==> src/include/wdt_pkg.sv <==
package wdt_pkg;
  localparam logic [7:0] CTRL_OFFSET = 8'h00;
  localparam logic [7:0] RANGE_OFFSET = 8'h04;
  localparam logic [7:0] RSTLEN_OFFSET = 8'h08;
  localparam logic [7:0] RESTART_OFFSET = 8'h0C;
  localparam logic [7:0] COUNT_OFFSET = 8'h10;
  localparam logic [7:0] STATUS_OFFSET = 8'h14;
  localparam logic [7:0] MASK_OFFSET = 8'h18;

  localparam int CTRL_EN_BIT = 0;
  localparam int CTRL_MODE_BIT = 1;
  localparam int EV_TIMEOUT_BIT = 0;
  localparam int EV_RESET_BIT = 1;
  localparam int STATUS_WIDTH = 2;

  localparam logic [31:0] RESTART_KEY = 32'h00000076;
  localparam logic [3:0] RANGE_RESET = 4'hF;
  localparam logic [7:0] RSTLEN_RESET = 8'h10;
  localparam logic [1:0] MASK_RESET = 2'h0;
  localparam logic [1:0] CTRL_RESET = 2'h0;
  localparam int RANGE_BASE_LOG2 = 16;

  typedef struct packed {
    logic [7:0] addr;
    logic [31:0] wdata;
    logic wr;
    logic rd;
  } bus_req_s;

  typedef struct packed {
    logic enable;
    logic irq_first;
  } ctrl_s;

  typedef enum logic [1:0] {RUN, WARNED, RESETTING} wdt_state_e;
endpackage

==> src/logic/watchdog_timer.sv <==
`timescale 1ns/10ps
module watchdog_timer (
  input wire logic REF_CLK,
  input wire logic RESET_N,
  input wire logic [7:0] ADDR,
  input wire logic [31:0] WDATA,
  input wire logic WR,
  input wire logic RD,
  output logic [31:0] RDATA,
  output logic IRQ,
  output logic SYS_RESET_N
);
  wdt_pkg::bus_req_s req;
  wdt_pkg::ctrl_s ctrl_q;
  wdt_pkg::wdt_state_e state_q;
  logic [3:0] range_q;
  logic [7:0] rstlen_q;
  logic [31:0] count_q;
  logic [1:0] status_q;
  logic [1:0] mask_q;
  logic [31:0] rdata_q;
  logic irq_q;
  logic sysrst_n_q;
  logic [31:0] preset;
  logic restart;
  logic timeout;
  logic fire_reset;
  logic pulse_active;
  logic [1:0] events;
  logic status_rd;

  assign req = '{addr: ADDR, wdata: WDATA, wr: WR, rd: RD};

  function automatic logic hit(input wdt_pkg::bus_req_s r,
                               input logic [7:0] off);
    hit = (r.addr == off);
  endfunction

  assign restart = req.wr && hit(req, wdt_pkg::RESTART_OFFSET)
    && req.wdata == wdt_pkg::RESTART_KEY;
  assign status_rd = req.rd && hit(req, wdt_pkg::STATUS_OFFSET);

  wdt_preset u_preset (
    .range_sel(range_q),
    .preset(preset)
  );

  // Control registers
  always_ff @(posedge REF_CLK)
  begin
    if (!RESET_N)
    begin
      ctrl_q <= wdt_pkg::CTRL_RESET;
      range_q <= wdt_pkg::RANGE_RESET;
      rstlen_q <= wdt_pkg::RSTLEN_RESET;
      mask_q <= wdt_pkg::MASK_RESET;
    end
    else if (req.wr)
    begin
      // Enable is sticky: a runaway program cannot switch the dog off
      if (hit(req, wdt_pkg::CTRL_OFFSET))
      begin
        ctrl_q.enable <= ctrl_q.enable | req.wdata[wdt_pkg::CTRL_EN_BIT];
        ctrl_q.irq_first <= req.wdata[wdt_pkg::CTRL_MODE_BIT];
      end
      if (hit(req, wdt_pkg::RANGE_OFFSET))
        range_q <= req.wdata[3:0];
      if (hit(req, wdt_pkg::RSTLEN_OFFSET))
        rstlen_q <= req.wdata[7:0];
      if (hit(req, wdt_pkg::MASK_OFFSET))
        mask_q <= req.wdata[1:0];
    end
  end

  // Counter on the bus clock
  assign timeout = ctrl_q.enable && count_q == 32'h00000000
    && state_q != wdt_pkg::RESETTING;
  always_ff @(posedge REF_CLK)
  begin
    if (!RESET_N)
      count_q <= 32'hFFFFFFFF;
    else if (!ctrl_q.enable || restart || timeout)
      count_q <= preset;
    else if (state_q != wdt_pkg::RESETTING)
      count_q <= count_q - 32'h00000001;
  end

  // Response sequencing
  // Warned state stays until the status read clears the interrupt or a second timeout fires the reset
  always_comb
  begin
    fire_reset = 1'b0;
    if (timeout)
    begin
      if (!ctrl_q.irq_first)
        fire_reset = 1'b1;
      else if (state_q == wdt_pkg::WARNED)
        fire_reset = 1'b1;
    end
  end

  always_ff @(posedge REF_CLK)
  begin
    if (!RESET_N)
      state_q <= wdt_pkg::RUN;
    else
    begin
      unique case (state_q)
        wdt_pkg::RUN:
          if (fire_reset)
            state_q <= wdt_pkg::RESETTING;
          else if (timeout)
            state_q <= wdt_pkg::WARNED;
        wdt_pkg::WARNED:
          if (fire_reset)
            state_q <= wdt_pkg::RESETTING;
          else if (status_rd)
            state_q <= wdt_pkg::RUN;
        wdt_pkg::RESETTING:
          if (!pulse_active)
            state_q <= wdt_pkg::RUN;
      endcase
    end
  end

  wdt_reset_pulse u_pulse (
    .clk(REF_CLK),
    .rst_n(RESET_N),
    .start(fire_reset),
    .length(rstlen_q),
    .active(pulse_active)
  );

  always_ff @(posedge REF_CLK)
  begin
    if (!RESET_N)
      sysrst_n_q <= 1'b1;
    else
      sysrst_n_q <= !pulse_active;
  end

  // Sticky status; a new event beats the read clear
  always_comb
  begin
    events = 2'h0;
    events[wdt_pkg::EV_TIMEOUT_BIT] = timeout && ctrl_q.irq_first
      && !fire_reset;
    events[wdt_pkg::EV_RESET_BIT] = fire_reset;
  end

  always_ff @(posedge REF_CLK)
  begin
    if (!RESET_N)
      status_q <= 2'h0;
    else if (status_rd)
      status_q <= events;
    else
      status_q <= status_q | events;
  end

  always_ff @(posedge REF_CLK)
  begin
    if (!RESET_N)
      irq_q <= 1'b0;
    else
      irq_q <= |(status_q & mask_q);
  end

  // Read data, valid only in the cycle after the strobe
  always_ff @(posedge REF_CLK)
  begin
    if (!RESET_N)
      rdata_q <= 32'h00000000;
    else if (req.rd)
    begin
      unique case (req.addr)
        wdt_pkg::CTRL_OFFSET:
          rdata_q <= {30'h00000000, ctrl_q.irq_first, ctrl_q.enable};
        wdt_pkg::RANGE_OFFSET:
          rdata_q <= {28'h0000000, range_q};
        wdt_pkg::RSTLEN_OFFSET:
          rdata_q <= {24'h000000, rstlen_q};
        wdt_pkg::COUNT_OFFSET:
          rdata_q <= count_q;
        wdt_pkg::STATUS_OFFSET:
          rdata_q <= {30'h00000000, status_q};
        wdt_pkg::MASK_OFFSET:
          rdata_q <= {30'h00000000, mask_q};
        default:
          rdata_q <= 32'h00000000;
      endcase
    end
    else
      rdata_q <= 32'h00000000;
  end

  assign RDATA = rdata_q;
  assign IRQ = irq_q;
  assign SYS_RESET_N = sysrst_n_q;
endmodule

==> src/logic/wdt_preset.sv <==
`timescale 1ns/10ps
module wdt_preset (
  input wire logic [3:0] range_sel,
  output logic [31:0] preset
);
  // Sixteen ranges, each a doubling of the last
  always_comb
  begin
    preset = (32'h00000001 << (wdt_pkg::RANGE_BASE_LOG2
      + int'(range_sel))) - 32'h00000001;
  end
endmodule

==> src/logic/wdt_reset_pulse.sv <==
`timescale 1ns/10ps
module wdt_reset_pulse (
  input wire logic clk,
  input wire logic rst_n,
  input wire logic start,
  input wire logic [7:0] length,
  output logic active
);
  logic [7:0] left_q;
  always_ff @(posedge clk)
  begin
    if (!rst_n)
      left_q <= 8'h00;
    else if (start && left_q == 8'h00)
      left_q <= (length == 8'h00) ? 8'h01 : length;
    else if (left_q != 8'h00)
      left_q <= left_q - 8'h01;
  end
  assign active = (left_q != 8'h00);
endmodule

==> config.mk <==
export PLATFORM = sky130hd
export DESIGN_NAME = watchdog_timer
export DESIGN_NICKNAME = d
export VERILOG_FILES = /design/src/include/wdt_pkg.sv /design/src/logic/watchdog_timer.sv /design/src/logic/wdt_preset.sv /design/src/logic/wdt_reset_pulse.sv
export SDC_FILE = /design/constraint.sdc
export NUM_CORES = 1
export LEC_CHECK = 0
export ABC_AREA = 1
export BUFFER_PORTS_ARGS = -buffer_cell sky130_fd_sc_hd__buf_2
export CORE_UTILIZATION = 55
export CTS_CLUSTER_DIAMETER = 30
export DETAILED_ROUTE_END_ITERATION = 8
export GPL_TIMING_DRIVEN = 0
export PLACE_DENSITY = 0.87
export SLEW_MARGIN = 20
export SYNTH_ARGS = -nofsm -noshare
export SYNTH_HDL_FRONTEND = slang
export SYNTH_HIERARCHICAL = 1
export SYNTH_SLANG_ARGS = --single-unit
==> constraint.sdc <==
create_clock -name REF_CLK -period 2.1 [get_ports REF_CLK]
set_input_delay 0.315 -clock REF_CLK [delete_from_list [all_inputs] [get_ports REF_CLK]]
set_output_delay 0.315 -clock REF_CLK [all_outputs]
set_load 0.01 [all_outputs]
Word level (Yosys, flattened, before mapping)
Cells that the tools add are included.
Cells by class
  add/subtract/negate cells: 4
  equal/unequal tests: 13
  shift operators: 1
  muxes and demuxes: 16
  bitwise operators: 3
  reductions and logical operators: 28
Operators with widths (number)
  32-bit one-hot mux with 6 select lines: 1
  32-bit 2-to-1 mux: 2
  32-bit by 1-bit subtractor with 32-bit output, second input constant: 2
  32-bit by 7-bit equality test with 1-bit output, second input constant: 1
  32-bit logical NOT: 1
  1-bit by 32-bit left shift with 32-bit output, first input constant: 1
  8-bit by 5-bit equality test with 1-bit output, second input constant: 3
  8-bit logical NOT: 3
  8-bit 2-to-1 mux: 3
  8-bit by 4-bit equality test with 1-bit output, second input constant: 2
  2-bit 2-to-1 mux: 6
  2-bit AND reduction: 5
  8-bit by 3-bit equality test with 1-bit output, second input constant: 1
  1-bit logical AND: 8
  8-bit nonzero test: 1
  8-bit by 1-bit subtractor with 8-bit output, second input constant: 1
  5-bit by 4-bit adder with 6-bit output, first input constant: 1
  3-bit inequality test, second input constant: 2
  2-bit one-hot mux with 3 select lines: 1
  2-bit inequality test, second input constant: 2
  2-bit nonzero test: 2
  1-bit logical NOT: 3
  1-bit 2-to-1 mux: 3
  3-bit AND reduction: 1
  other kinds (8): 9
Word-level totals
  flip-flop bits (word level): 94
  input bits: 44
  output and inout port bits: 34
  word-level logic and storage cells: 77

Longest topological paths before layout
  word-level depth: 8
  depth in mapped cells: 13
  mapped depth without buffers: 13

Modules after synthesis
Netlist, hierarchy kept.
Modules (own cells, without submodules)
  watchdog_timer: instances 1, cells each 790, area an instance 4997.3 sq um, sequential area each 1721.7 sq um
  wdt_reset_pulse: instances 1, cells each 96, area an instance 609.3 sq um, sequential area each 160.2 sq um
  wdt_preset: instances 1, cells each 84, area an instance 515.5 sq um, sequential area each 0.0 sq um

Worst setup path after synthesis
Ideal clock, no wire load.
  path type: register -> register
  start: register state_q[0]
  end: register u_pulse.left_q[0]
  setup time: 0.117 ns
  data arrival time: 1.824 ns
  data required time: 1.983 ns
  path slack: 0.159 ns
  stages on the path, launching flop included: 14
  path buffers: 1
  cells stage by stage: dfxtp_1 inv_1 ha_1 buf_2 nor2_1 nand2_1 nor2_1 nand3_1 nor2_1 inv_1 nand3_1 nand2_1 nor2_1 nor2_1
On the way
  cells in the longest elaborated chain, start to end: 6
Ends and longest elaborated chain
  start, declared: line watchdog_timer.sv:15  | wdt_pkg::wdt_state_e state_q;
  start signal, assigned: line watchdog_timer.sv:105  | state_q <= wdt_pkg::RUN;
  start signal, assigned: line watchdog_timer.sv:111  | state_q <= wdt_pkg::RESETTING;
  start signal, assigned: line watchdog_timer.sv:113  | state_q <= wdt_pkg::WARNED;
  2-bit by 1-bit equality test with 1-bit output: line watchdog_timer.sv:97  | else if (state_q == wdt_pkg::WARNED)
  1-bit 2-to-1 mux: line watchdog_timer.sv:97
  1-bit 2-to-1 mux: line watchdog_timer.sv:95  | if (!ctrl_q.irq_first)
  1-bit 2-to-1 mux *: line watchdog_timer.sv:93  | if (timeout)
  net fire_reset: line watchdog_timer.sv:27  | logic fire_reset;
  1-bit logical AND *: line wdt_reset_pulse.sv:14  | else if (start && left_q == 8'h00)
  8-bit 2-to-1 mux or 2-bit nonzero test (tied branches)
  end signal, assigned: line wdt_reset_pulse.sv:15  | left_q <= (length == 8'h00) ? 8'h01 : length;
  end signal, assigned: line wdt_reset_pulse.sv:17  | left_q <= left_q - 8'h01;
  end, declared: line wdt_reset_pulse.sv:9  | logic [7:0] left_q;
Mark *: on every way through the listed nets, which the timed path passes. The rest lies on a longest branch.
A chain may end at the register's enable or synchronous reset.

Final worst setup path
  start: register state_q[0]
  end: register count_q[27]
On the way
  cells in the longest elaborated chain, start to end: 4
Ends and longest elaborated chain
  2-bit inequality test *: line watchdog_timer.sv:77, watchdog_timer.sv:84
  1-bit logical AND: line watchdog_timer.sv:77  | && state_q != wdt_pkg::RESETTING;
  1-bit logical OR: line watchdog_timer.sv:82  | else if (!ctrl_q.enable || restart || timeout)
  32-bit 2-to-1 mux or 2-bit nonzero test (tied branches)
  end signal, assigned: line watchdog_timer.sv:83  | count_q <= preset;
  end signal, assigned: line watchdog_timer.sv:85  | count_q <= count_q - 32'h00000001;
  end, declared: line watchdog_timer.sv:18  | logic [31:0] count_q;
Mark *: on every way between the ends. The rest lies on a longest branch, timed or not.

==> flow_metrics.tcl <==
set metrics [dict create \
    startpoint "state_q[0]" \
    syn-cell-area_um2 6120 \
    cts_sinks 94 \
    hold_ws_ns 0.173 \
    start_util 0.565 \
    cts_buffer_depth 2 \
    total_leakage_power_nw 3.69 \
    drtAntennaViolNets 0 \
    synth_edf_count 0 \
    die_w_um 108 \
    crit_fanout 10 \
    r2r_cells 12 \
    cts_hold_buf 0 \
    n_antenna_cell 0 \
    finalPower_mw 4.59 \
    synth_fa_ha_area_frac 0.0163 \
    final_util 0.642 \
    maxSlewHeadroom 0.608 \
    die_area_um2 11600 \
    antenna_found_initial 0 \
    die_y_um 108 \
    final_area_um2 6960 \
    power_density_nw_per_um2 660 \
    grt.total_usage 0.305 \
    finalWorstSetupSlack_ns 0.118 \
    ys.flop_type "dfxtp_1" \
    io_buffer_count 76 \
    cts_buffers 9 \
    final_cell_mix "nand2_1, inv_1, nor2_1" \
    synthXorXnorAreaFrac 0.0157 \
    synthDistinctLibCells 41 \
    synth-compound-area-share 0.0848 \
    ys_seq_elements 94 \
    crit_end "count_q[27]" \
    tns_ns 0 \
    status "completed" \
    nFillCells 1010 \
    drc 0 \
    cts_tree "done" \
    path_class "reg -> reg" \
    period_share 0.944 \
    htree_num_levels 3 \
    dpl.hpwl_mm 12.8 \
    final-hold-violation-count 0 \
    setup_viol 0 \
    core_area_um2 10800 \
    grt_overflow 0 \
    netlist_instances 970 \
    muxShareOfSynthArea 0 \
    grt_max_degree 17 \
    clock-skew-final_ns 0.0169 \
    maxCapViolations 0 \
    dp_cells 1201 \
    placed_cell_area_um2 6730 \
    area_growth_pct 13.7 \
    wl_mm 16.5 \
    grt_pass1_vias 5796 \
    io_pins 78 \
    cp-end-kind "flip-flop" \
    num_rows 38 \
    critical_path_arrival_ns 2.27 \
    slew_viol_final 0 \
    hold_path_class "in -> reg" \
    wire_per_inst_um 13.5 \
    avgSynthCellArea_um2 6.31 \
    r2r-start "state_q[0]" \
    gp_routability_congestion 0.970 \
    clock_latency_ns 0.38 \
    drive_gt1_frac 0.185 \
    grt_pass1_wl_mm 27.4 \
    tightest_slew_ns 0.588 \
    async_reset_ff_frac 0 \
    startpoint_type "flip-flop" \
    yosys_warnings 6 \
    layout_commonest_cell "nand2_1" \
    timing.rr.end "count_q[27]" \
    pre_cts_ws_ns -0.152 \
    drt-vias-per-instance 5.22 \
    ys_seq_area_frac 0.307 \
    grt_setup_unrepaired "false" \
    reg2reg_setup_slack_ns 0.12 \
    nets 1125 \
    ir_worst_vdd_mv 0.737 \
    vias 6360 \
    firstDrtPassIters 6 \
    synth_top_family_by_area "simple AND/OR/NAND/NOR gates" \
    fin_crit_ns 1.98 \
    fmax_mhz 505 \
    root_buffer "clkbuf_8" \
    clkTransAtPathRegs_ns 0.10 \
    synth-simple-area-share 0.433 \
    first_iter_violations 774 \
    required_ns 2.39 \
    finalNonFillerCells 1218 \
]
where the power goes:
group | internal [mW] | switching, mW | leakage [nW]
Combinational | 0.486 | 0.878 | 2.83
Clock | 0.552 | 0.681 | 0.0956
Sequential | 1.89 | 0.103 | 0.765
area by class of cell:
type	count	area, um2	area share
multi-input cells	695	3440	0.495
flip-flops and latches	94	1880	0.270
inverters	151	569	0.0818
repair buffers	77	388	0.0557
plain buffers	45	307	0.0440
well taps	140	175	0.0252
clock buffers	9	124	0.0178
clock inverters	7	72.6	0.0104
synthesized netlist by cell type (2+ instances only):
master | number | area share
nand3_4 | 2 | 0.0057
o21bai_1 | 13 | 0.016
nand4_1 | 15 | 0.015
nor2_1 | 117 | 0.072
nor3_1 | 30 | 0.025
nor2_2 | 12 | 0.012
inv_2 | 10 | 0.0061
nand2_2 | 17 | 0.017
o211ai_1 | 6 | 0.0074
buf_4 | 21 | 0.026
dfxtp_1 | 94 | 0.31
clkbuf_1 | 14 | 0.0086
a221oi_1 | 2 | 0.0029
o21ai_0 | 31 | 0.025
buf_6 | 3 | 0.0055
a21oi_1 | 22 | 0.018
nand3_2 | 4 | 0.0065
inv_1 | 139 | 0.085
nor2_4 | 13 | 0.024
o21ai_1 | 5 | 0.0041
nand3b_1 | 2 | 0.0025
a211oi_1 | 5 | 0.0061
nand2_4 | 6 | 0.011
ha_1 | 8 | 0.016
buf_2 | 5 | 0.0041
conb_1 | 2 | 0.0012
nand2_1 | 252 | 0.15
xor2_1 | 10 | 0.014
nand3_1 | 98 | 0.080
state kept, by name, indices dropped and copies added, names as in the netlist:
signal,cells
rstlen_q,8
RDATA,32
SYS_RESET_N,1
status_q,2
mask_q,2
state_q,2
ctrl_q,2
count_q,32
IRQ,1
u_pulse/left_q,8
range_q,4
cell families (layout without fill, tap and decap cells):
group	count (synthesis)	in the layout
AOI/OAI and AO/OA	87	87
other	2	17
DFF	94	94
xor gates and xnor gates	11	11
adders and majority gates	8	8
buffers and inverters	196	289
and+or+nand+nor	572	572
worst min-delay path by stage:
stage | startpoint | end | slack, ns | cells past startpoint
floorplan | RESET_N | u_pulse/left_q[1] | 0.41 | 2
global placement | mask_q[0] | mask_q[0] | 0.46 | 2
detailed placement | mask_q[0] | mask_q[0] | 0.47 | 2
CTS | WDATA[4] | rstlen_q[4] | 0.17 | 3
global route | WDATA[5] | rstlen_q[5] | 0.19 | 3
finish | WDATA[4] | rstlen_q[4] | 0.17 | 3
critical path: stages (launching register included):
cell,delay (ns)
dfxtp_1,0.34
inv_1,0.07
ha_1,0.19
buf_2,0.17
nor2_2,0.15
nand3_2,0.11
nor2_4,0.14
nand2_4,0.11
nand3_4,0.16
buf_6,0.16
nand2_1,0.11
nand3_1,0.11
nand2_1,0.06
routing by layer:
layer / GRT usage / wire, um / vias to the layer above / part of all wire
met5: 0 / 0 / - / 0
met4: 0.0920 / 373 / 0 / 0.023
met3: 0.0508 / 1680 / 35 / 0.10
met2: 0.496 / 7370 / 289 / 0.45
met1: 0.413 / 7040 / 2830 / 0.43
li1: - / - / 3206 / -
timing repair:
item,in CTS,in global routing
resized for setup,2,12
setup buffers,0,1
setup endpoints to repair,8,35
pin swaps,0,1
No activity file was read; power rests on OpenSTA's default activity.
